## src/shared/cisd_pkg.sv

```systemverilog
//----------------------------------------------------------------------
// Purpose: constants and types for the command interface slot decoder
// Assumes: 100 MHz pclk, 32-bit APB register access
// Notes:   register map and field positions below
//----------------------------------------------------------------------
// Functional notes
// - sample four inputs, interrupt host on change
// - input must persist 1 ms before reporting
// - relays follow host command data
// - test mode takes inputs from test switches
// - entering test mode reports all inputs off
// - test input on only after off-to-on
// - real inputs ignored during test mode
// - leds show active relays and inputs
// - slot address decoded from two switches
// - slot address from switches only
// - generation switch on selects older host
// - compare host slot request with local address
// - strobe high, selects low resets controllers
// - readable input register shows board type
// - board variant from type input level
// - type zero command, one signaling
// - signaling relays mirror command inputs, outputs
// - contact doubling: slot two/four drives relays
// - four modules give sixteen commands each way
package cisd_pkg;
   localparam int          CISD_CHANNELS   = 4;
   localparam int          CISD_DEB_NS     = 1000000;
   localparam int          CISD_CLK_NS     = 10;
   localparam int          CISD_DEB_CYC    = (CISD_DEB_NS + CISD_CLK_NS - 1) / CISD_CLK_NS;
   localparam int          CISD_DEB_W      = 17;
   // register byte offsets
   localparam logic [7:0]  CISD_REG_INPUT  = 8'h00;
   localparam logic [7:0]  CISD_REG_CMD    = 8'h04;
   localparam logic [7:0]  CISD_REG_CTRL   = 8'h08;
   localparam logic [7:0]  CISD_REG_STAT   = 8'h0c;
   // input register fields
   localparam int          CISD_IN_TYPE    = 4;
   localparam int          CISD_IN_CHG     = 8;
   // control register fields
   localparam int          CISD_CTL_TEST   = 0;
   localparam int          CISD_CTL_SUPPLY = 1;
   localparam int          CISD_CTL_DOUBLE = 2;
   localparam int          CISD_CTL_IRQCLR = 3;
   localparam logic [3:0]  CISD_CMD_RST    = 4'h0;
   localparam logic [3:0]  CISD_CTL_RST    = 4'h0;

   typedef enum logic [3:0]
   {
      CISD_SLOT_ONE   = 4'b0001,
      CISD_SLOT_TWO   = 4'b0010,
      CISD_SLOT_THREE = 4'b0100,
      CISD_SLOT_FOUR  = 4'b1000
   } cisd_slot_t;

   typedef struct packed
   {
      logic slot_strobe_n;
      logic slot_select_bit1_n;
      logic slot_select_bit0_n;
   } cisd_slotbus_t;

   typedef struct packed
   {
      logic slot_switch_low;
      logic slot_switch_high;
      logic host_generation_switch;
   } cisd_addrsw_t;
endpackage

```

## src/logic/cisd_top.sv

```systemverilog
//----------------------------------------------------------------------
// Purpose: module controller and slot address decoder of a command module
// Assumes: all pin inputs synchronous to pclk
// Notes:   apb register port is live only while this slot is selected
//----------------------------------------------------------------------
`timescale 1ns/100ps
module cisd_top
   import cisd_pkg::*;
(
   input  wire logic                     pclk,
   input  wire logic                     presetn,
   input  wire logic                     psel,
   input  wire logic                     penable,
   input  wire logic                     pwrite,
   input  wire logic [7:0]               paddr,
   input  wire logic [31:0]              pwdata,
   output logic      [31:0]              prdata,
   output logic                          pready,
   output logic                          pslverr,
   input  wire cisd_slotbus_t            slot_bus,
   input  wire cisd_addrsw_t             addr_sw,
   input  wire logic [CISD_CHANNELS-1:0] binary_in,
   input  wire logic [CISD_CHANNELS-1:0] test_input_switch,
   input  wire logic                     board_type,
   output logic                          irq_req,
   output logic                          slot_selected,
   output logic                          module_reset,
   output logic                          older_host,
   output logic      [CISD_CHANNELS-1:0] relay_out,
   output logic                          relay_supply_enable,
   output logic      [CISD_CHANNELS-1:0] output_led,
   output logic      [CISD_CHANNELS-1:0] input_led,
   output logic                          test_led
);

   //-------------------------------------------------------------------
   // slot decode
   //-------------------------------------------------------------------
   cisd_slot_t                 local_slot;
   cisd_slot_t                 req_slot;
   logic                       req_valid;
   logic                       ctl_rst;

   always_comb
   begin
      // switch address only; insertion position plays no part
      case ({addr_sw.slot_switch_high, addr_sw.slot_switch_low})
         2'b00:   local_slot = CISD_SLOT_ONE;
         2'b01:   local_slot = CISD_SLOT_TWO;
         2'b10:   local_slot = CISD_SLOT_THREE;
         default: local_slot = CISD_SLOT_FOUR;
      endcase
   end

   always_comb
   begin
      req_valid = ~slot_bus.slot_strobe_n;
      case ({slot_bus.slot_select_bit1_n, slot_bus.slot_select_bit0_n})
         2'b01:   req_slot = CISD_SLOT_ONE;
         2'b10:   req_slot = CISD_SLOT_TWO;
         2'b11:   req_slot = CISD_SLOT_THREE;
         default: req_slot = CISD_SLOT_FOUR;
      endcase
   end

   // global reset code; same code with strobe low means slot four
   assign ctl_rst = slot_bus.slot_strobe_n & ~slot_bus.slot_select_bit1_n
                    & ~slot_bus.slot_select_bit0_n;

   always_ff @(posedge pclk or negedge presetn)
   begin
      if (!presetn)
      begin
         slot_selected <= 1'b0;
         module_reset  <= 1'b0;
         older_host    <= 1'b0;
      end
      else
      begin
         slot_selected <= req_valid && (req_slot == local_slot);
         module_reset  <= ctl_rst;
         older_host    <= addr_sw.host_generation_switch;
      end
   end

   //-------------------------------------------------------------------
   // registers
   //-------------------------------------------------------------------
   logic [CISD_CHANNELS-1:0]   cmd;
   logic [3:0]                 ctrl;
   logic [CISD_CHANNELS-1:0]   in_state;
   logic                       changed;
   logic                       access;
   logic                       wr;
   logic                       set_chg;
   logic                       test_mode;
   logic                       doubling;

   assign test_mode = ctrl[CISD_CTL_TEST];
   assign doubling  = ctrl[CISD_CTL_DOUBLE];
   // bus ignored unless this slot is addressed
   assign access    = psel & penable & slot_selected;
   // write lands only at the edge that sees pready high, never twice
   assign wr        = access & pready & pwrite;

   always_ff @(posedge pclk or negedge presetn)
   begin
      if (!presetn)
      begin
         cmd  <= CISD_CMD_RST;
         ctrl <= CISD_CTL_RST;
      end
      else if (module_reset)
      begin
         cmd  <= CISD_CMD_RST;
         ctrl <= CISD_CTL_RST;
      end
      else if (wr && paddr == CISD_REG_CMD)
      begin
         cmd <= pwdata[CISD_CHANNELS-1:0];
      end
      else if (wr && paddr == CISD_REG_CTRL)
      begin
         ctrl <= {1'b0, pwdata[CISD_CTL_DOUBLE:0]};
      end
   end

   always_ff @(posedge pclk or negedge presetn)
   begin
      if (!presetn)
      begin
         prdata  <= 32'h0000_0000;
         pready  <= 1'b0;
         pslverr <= 1'b0;
      end
      else
      begin
         // one wait state; answer only when the slot is ours
         pready  <= psel & penable & ~pready & slot_selected;
         pslverr <= 1'b0;
         prdata  <= 32'h0000_0000;
         if (psel && penable && !pready && !pwrite && slot_selected)
         begin
            if (paddr == CISD_REG_INPUT)
            begin
               // type bit lets the host tell command from signaling board
               prdata[CISD_CHANNELS-1:0] <= in_state;
               prdata[CISD_IN_TYPE]      <= board_type;
               prdata[CISD_IN_CHG]       <= changed;
            end
            else if (paddr == CISD_REG_CMD)
               prdata[CISD_CHANNELS-1:0] <= cmd;
            else if (paddr == CISD_REG_CTRL)
               prdata[CISD_CTL_DOUBLE:0] <= ctrl[CISD_CTL_DOUBLE:0];
            else if (paddr == CISD_REG_STAT)
               prdata[3:0] <= local_slot;
            else
               pslverr <= 1'b1;
         end
         else if (psel && penable && !pready && slot_selected)
         begin
            pslverr <= !(paddr == CISD_REG_CMD || paddr == CISD_REG_CTRL);
         end
      end
   end

   //-------------------------------------------------------------------
   // input qualification
   //-------------------------------------------------------------------
   logic [CISD_CHANNELS-1:0]   raw;
   logic [CISD_CHANNELS-1:0]   sw_armed;
   logic                       test_q;

   always_ff @(posedge pclk or negedge presetn)
   begin
      if (!presetn)
         test_q <= 1'b0;
      else
         test_q <= test_mode;
   end

   genvar g;
   generate
      for (g = 0; g < CISD_CHANNELS; g = g + 1)
      begin : g_chan
         logic [CISD_DEB_W-1:0] cnt;

         // switch must be seen off before an on counts
         always_ff @(posedge pclk or negedge presetn)
         begin
            if (!presetn)
               sw_armed[g] <= 1'b0;
            else if (!test_mode || (test_mode && !test_q))
               sw_armed[g] <= 1'b0;
            else if (!test_input_switch[g])
               sw_armed[g] <= 1'b1;
         end

         // real inputs muted in test mode
         assign raw[g] = test_mode ? (sw_armed[g] & test_input_switch[g])
                                   : binary_in[g];

         always_ff @(posedge pclk or negedge presetn)
         begin
            if (!presetn)
            begin
               cnt         <= '0;
               in_state[g] <= 1'b0;
            end
            else if (test_mode && !test_q)
            begin
               cnt         <= '0;
               in_state[g] <= 1'b0;
            end
            else if (raw[g] == in_state[g])
               cnt <= '0;
            else if (cnt == CISD_DEB_W'(CISD_DEB_CYC - 1))
            begin
               cnt         <= '0;
               in_state[g] <= raw[g];
            end
            else
               cnt <= cnt + 1'b1;
         end
      end
   endgenerate

   // qualified change pending, raised as a level to the host
   logic [CISD_CHANNELS-1:0]   in_prev;
   assign set_chg = |(in_prev ^ in_state);

   always_ff @(posedge pclk or negedge presetn)
   begin
      if (!presetn)
      begin
         in_prev <= '0;
         changed <= 1'b0;
      end
      else
      begin
         in_prev <= in_state;
         // set wins over a simultaneous clear
         if (set_chg)
            changed <= 1'b1;
         else if (wr && paddr == CISD_REG_CTRL && pwdata[CISD_CTL_IRQCLR])
            changed <= 1'b0;
      end
   end

   //-------------------------------------------------------------------
   // outputs
   //-------------------------------------------------------------------
   logic                       drive_ok;
   // with contact doubling only slot two or four switches relays
   assign drive_ok = ~doubling | (local_slot == CISD_SLOT_TWO)
                     | (local_slot == CISD_SLOT_FOUR);

   always_ff @(posedge pclk or negedge presetn)
   begin
      if (!presetn)
      begin
         irq_req             <= 1'b0;
         relay_out           <= '0;
         relay_supply_enable <= 1'b0;
         output_led          <= '0;
         input_led           <= '0;
         test_led            <= 1'b0;
      end
      else
      begin
         irq_req             <= changed;
         // signaling boards relay the host's mirror of command states
         relay_out           <= drive_ok ? cmd : '0;
         relay_supply_enable <= ctrl[CISD_CTL_SUPPLY];
         output_led          <= drive_ok ? cmd : '0;
         input_led           <= in_state;
         test_led            <= test_mode;
      end
   end

endmodule

```

## config.mk

```make
export PLATFORM = sky130hd
export DESIGN_NAME = cisd_top
export DESIGN_NICKNAME = d
export VERILOG_FILES = /design/src/shared/cisd_pkg.sv /design/src/logic/cisd_top.sv
export SDC_FILE = /design/constraint.sdc
export NUM_CORES = 1
export LEC_CHECK = 0
export ABC_AREA = 1
export BUFFER_PORTS_ARGS = -buffer_cell sky130_fd_sc_hd__buf_2
export CORE_MARGIN = 2
export CORE_UTILIZATION = 40
export DETAILED_ROUTE_END_ITERATION = 8
export PLACE_DENSITY = 0.64
export SYNTH_ARGS = -nofsm -noshare
export SYNTH_HDL_FRONTEND = slang
export SYNTH_SLANG_ARGS = --single-unit
```

## constraint.sdc

```tcl
create_clock -name pclk -period 1.7 [get_ports pclk]
set_input_delay 0.085 -clock pclk [delete_from_list [all_inputs] [get_ports pclk]]
set_output_delay 0.085 -clock pclk [all_outputs]
set_load 0.05 [all_outputs]
```

; ---- Yosys cells after proc, flatten, opt, wreduce, memory -nomap -nowiden
; Index checks and enable logic that the tools add are counted.
[totals]
inputBits = 60
reg_bits = 106
output_inout_bits = 52
[classes]
reduce_logical = 32
eq_ne = 28
n_bitwise = 20
mux = 61
n_addsub = 4
[ops]
columns = op, count
row1 = $mux W17, 12
row2 = $add A17 B1 Y17 const B, 4
row3 = $eq A17 B17 Y1 const B, 4
row4 = $mux W1, 36
row5 = $mux W4, 6
row6 = $pmux W4 S3, 2
row7 = $eq A8 B4 Y1 const B, 2
row8 = $reduce_bool A2 Y1, 7
row9 = $and A1 B1 Y1, 12
row10 = $mux W3, 4
row11 = $logic_and A1 B1 Y1, 10
row12 = $ne A2 B1 Y1 const B, 5
row13 = $reduce_and A2 Y1, 5
row14 = $eq A8 B3 Y1 const B, 1
row15 = $logic_not A8 Y1, 1
row16 = $ne A2 B2 Y1 const B, 4
row17 = $eq A2 B2 Y1 const B, 3
row18 = $logic_not A1 Y1, 5
row19 = $mux W5, 1
row20 = $not A1 Y1, 5
row21 = $eq A1 B1 Y1, 4
row22 = $eq A2 B1 Y1 const B, 2
row23 = $eq A4 B2 Y1 const B, 1
row24 = $eq A4 B4 Y1, 1
row25 = 6 further kinds, 8

; ---- Depth between registers and ports, before layout
[depth]
ltp_word = 8
depth_mapped = 8

; ---- Worst setup path before layout
; OpenSTA, ideal clock, no wires.
[synth_path]
path_type = register to register
from = register slot_selected
to = register prdata[3]
arrival_ns = 1.497
stages_incl_launch_ff = 6
t_required_ns = 1.637
path_slack_ns = 0.140
path_buffers = 0
path_cell_list = dfrtp_1 nand3_1 nor3_1 a21boi_0 nand2_1 inv_1
[synth_via]
elab_chain_len = 2
[synth_rtl]
columns = element, line_no
row1 = start: declaration, cisd_top.sv:26  ; output logic slot_selected,
row2 = start signal: assignment, cisd_top.sv:80  ; slot_selected <= req_valid && (req_slot == local_slot);
row3 = $logic_and A1 B1 Y1, cisd_top.sv:142  ; if (psel && penable && !pready && !pwrite && slot_selected)
row4 = $mux W5, cisd_top.sv:142
row5 = end signal: indexed assignment, cisd_top.sv:147  ; prdata[CISD_CHANNELS-1:0] <= in_state;
row6 = end signal: indexed assignment, cisd_top.sv:148  ; prdata[CISD_IN_TYPE] <= board_type;
row7 = end signal: indexed assignment, cisd_top.sv:149  ; prdata[CISD_IN_CHG] <= changed;
row8 = end: declaration, cisd_top.sv:17  ; output logic [31:0] prdata,
; No other way between the ends.
; A chain may end at the register's enable or synchronous reset.

; ---- Worst setup path in the final report
[layout_path]
from = register g_chan[2].cnt[0]
to = register g_chan[2].cnt[16]
[layout_via]
elab_chain_len = 4
word_cells_on_any_way = 5
cone_classes = add/sub: 1 / eq/ne: 1 / mux: 3
[layout_rtl]
columns = element, line_no
row1 = start: declaration, cisd_top.sv:186  ; logic [CISD_DEB_W-1:0] cnt;
row2 = start signal: assignment, cisd_top.sv:223  ; cnt <= cnt + 1'b1;
row3 = $add A17 B1 Y17 / $eq A17 B17 Y1 (equally long branches), "cisd_top.sv:223, cisd_top.sv:217"
row4 = $mux W17 (*), cisd_top.sv:217  ; else if (cnt == CISD_DEB_W'(CISD_DEB_CYC - 1))
row5 = $mux W17 (*), cisd_top.sv:215  ; else if (raw[g] == in_state[g])
row6 = $mux W17 (*), cisd_top.sv:210  ; else if (test_mode && !test_q)
; Every way passes the cells marked *; elsewhere a longest branch is shown, timed or not.

==> reports/metrics.yaml <==
synthesis:
  synth_seq_cells: 106
  synthFlopType: "dfrtp_1"
  avgSynthCellArea_um2: 7.72
  yosysTopAreaCell: "dfrtp_1"
  ys_seq_area_share_pct: 45.8
  yosysWarnings: 0
  syn_area_mm2: 0.00579
  yosys.area_share.xor_xnor_pct: 7.11
  synth-simple-area-share_pct: 33.7
  synth.top_cell.area_share_pct: 45.8
  synth_cells: 750
  synth.area.mux_share_pct: 0
  synth_top_family_by_area: "simple AND/OR/NAND/NOR gates"
  synthArstFlopShare_pct: 100
  synth_cell_types: 27
  synth-compound-area-share_pct: 2.68
  synth.area.top_cells: "dfrtp_1 (46%), nand2_1 (11%), nor2_1 (9.6%)"
  synth_edf_count: 0
  synthAdderAreaFrac_pct: 0.864
global_route:
  grt_antenna_before_repair: 0
  grt_max_degree: 66
  first_global_vias: 4449
  overflow: 0
  grt_usage_pct: 16.7
  grt_pass1_wl_um: 21300
sta:
  period_minus_slack_ns: 1.51
  setup_viol: 0
  slew_violations: 0
  hold_viol: 0
  period_share_pct: 88.7
  fin_tns_setup_ns: 0
  fmax_mhz: 663
  rsz0062_at_grt: "no"
  finClkSkew_ns: 0.00856
layout:
  area_delta_synth_final_pct: 16.9
  final_cell_mix: "nand2_1 (176), nor2_1 (148), dfrtp_1 (106)"
  fin_util_pct: 48.4
  drive_gt1_share_pct: 14.9
  fin_area_mm2: 0.00677
  final_common_cell: "nand2_1"
  layout.nets: 901
  diodes: 0
setup_path:
  cpPeakStageDelay_ns: 0.39
  arrival_ns: 1.75
  path_class: "reg -> reg"
  critPathLaunchType: "flop"
  regToRegStartpoint: "g_chan[2].cnt[0]"
  cp_cell_sequence: "ha_1 -> nand2_1 -> nor2_2 -> nand2_1 -> nor2_2 -> nand3_1 -> nor2_1 -> nor2_1"
  crit_required_ns: 1.95
  slowest_stage: "dfrtp_1"
  critPathMaxFanout: 4
  startpoint: "g_chan[2].cnt[0]"
  end_kind: "flop"
clocking:
  clk_pin_slew_ns: 0.07
  cts_sinks: 106
  cts_buffers: 9
  max-clock-path-buffers: 2
  tritoncts: "done"
  h-tree-depth: 3
  clock_latency_ns: 0.36
  root_buffer: "clkbuf_16"
power:
  leakagePower_uw: 0.00314
  power_uw: 5450
  power_density_mw_per_mm2: 806
  ir_worst_vdd_mv: 0.600
detailed_routing:
  wire_per_inst_um: 11.8
  firstDrtPassIters: 5
  drt_iter0_drc: 303
  routed_via_density: 4.56
  vias: 4651
  wl_um: 12100
  ant_nets: 0
  drc: 0
place:
  place_area_mm2: 0.00626
  io_buffers: 57
  place_congestion: 0.852
  dp_hpwl_um: 9020
floorplanning:
  start_util_pct: 41.4
  coreArea_mm2: 0.0140
  die_w_um: 124
  die_area_mm2: 0.0155
  num_rows: 43
  die_height_um: 124
  ioPinCount: 112
run_status:
  status: "complete, no violations"
hold_path:
  worstHoldStart: "pwdata[3]"
  hold_class: "in -> reg"
run:
  drv_cap: 0
## final timing paths
path	slack (ns)	to	depth (start not counted)
setup / recovery	0.19	g_chan[2].cnt[16]	8
hold / removal	0.02	cmd[3]	3
setup reg to reg	0.19	g_chan[2].cnt[16]	8
hold reg to reg	0.44	irq_req	0
max in group asynchronous	0.92	g_chan[2].cnt[12]	3
min in group asynchronous	0.16	g_chan[1].cnt[1]	2
## flip-flops by register name, indices dropped and copies added, names as in the netlist
register             flops
slot_selected            1
pslverr                  1
older_host               1
irq_req                  1
relay_supply_enable      1
pready                   1
cmd                      4
changed                  1
input_led                4
sw_armed                 4
ctrl                     3
g_chan.cnt              68
in_state                 4
relay_out                4
module_reset             1
test_led                 1
prdata                   6
## layout make-up
type / count / area, µm²
Fill cell: 1390 / 7220
Multi-Input combinational cell: 556 / 2670
Sequential cell: 106 / 2650
Timing Repair Buffer: 86 / 581
Inverter: 78 / 293
Clock buffer: 10 / 239
Tap cell: 180 / 225
Clock inverter: 5 / 110
## cells in the mapped netlist, drive strengths merged (2+ instances only)
master  number
nand3       68
nand3b       5
buf         35
dfrtp      106
a21oi        9
nor2       174
o21ai       13
ha           4
nand2      183
or2          2
inv         77
o21bai       3
nand4       10
nor3         9
xnor2       14
xor2        33
## layer usage
metal  up-vias  track usage [%]  routed length [µm]
li1       2448                -                   -
met1      2128             22.9                5940
met2        63             26.7                5600
met3        12             4.12                 421
met4         0             4.23                 136
met5         -                0                   0
## per-stage QoR
step	instances	hold slack [ns]	setup slack [ns]
6_report	1021	0.0210	0.193
5_1_grt	1021	0.0435	0.00711
4_1_cts	1021	0.0132	0.137
3_5_place_dp	991	0.00700	0.149
3_3_place_gp	991	-0.00134	0.158
2_1_floorplan	775	-0.211	0.140
## power breakdown
part           internal [µW]  total [µW]  switching [µW]
sequential              2550        2570            25.0
combinational            123         440             317
clock                   1490        2440             952
## worst max-delay path, delay by kind of cell, from the launching register on
family        cells  cell delay (ns)
simple gates      7             0.77
fa+ha+maj         1             0.24
flops             1             0.39
## cells by family (layout without fill, tap and decap cells)
logic type               after synthesis  after routing
AO/OA/AOI/OAI                         28             28
buffers and inverters                113            179
XOR/XNOR                              47             47
other                                  1             26
AND/OR/NAND/NOR                      451            451
flip-flops                           106            106
adder cells (fa/ha/maj)                4              4
## what timing repair did
item / CTS / global route
setup endpoints to repair: 0 / 2
endpoints found under the hold margin: 34 / 0
hold buffers: 15 / 0
buffers inserted: 0 / 0
resized for setup: 0 / 1
Note: power is estimated with default switching activity, not from simulation.
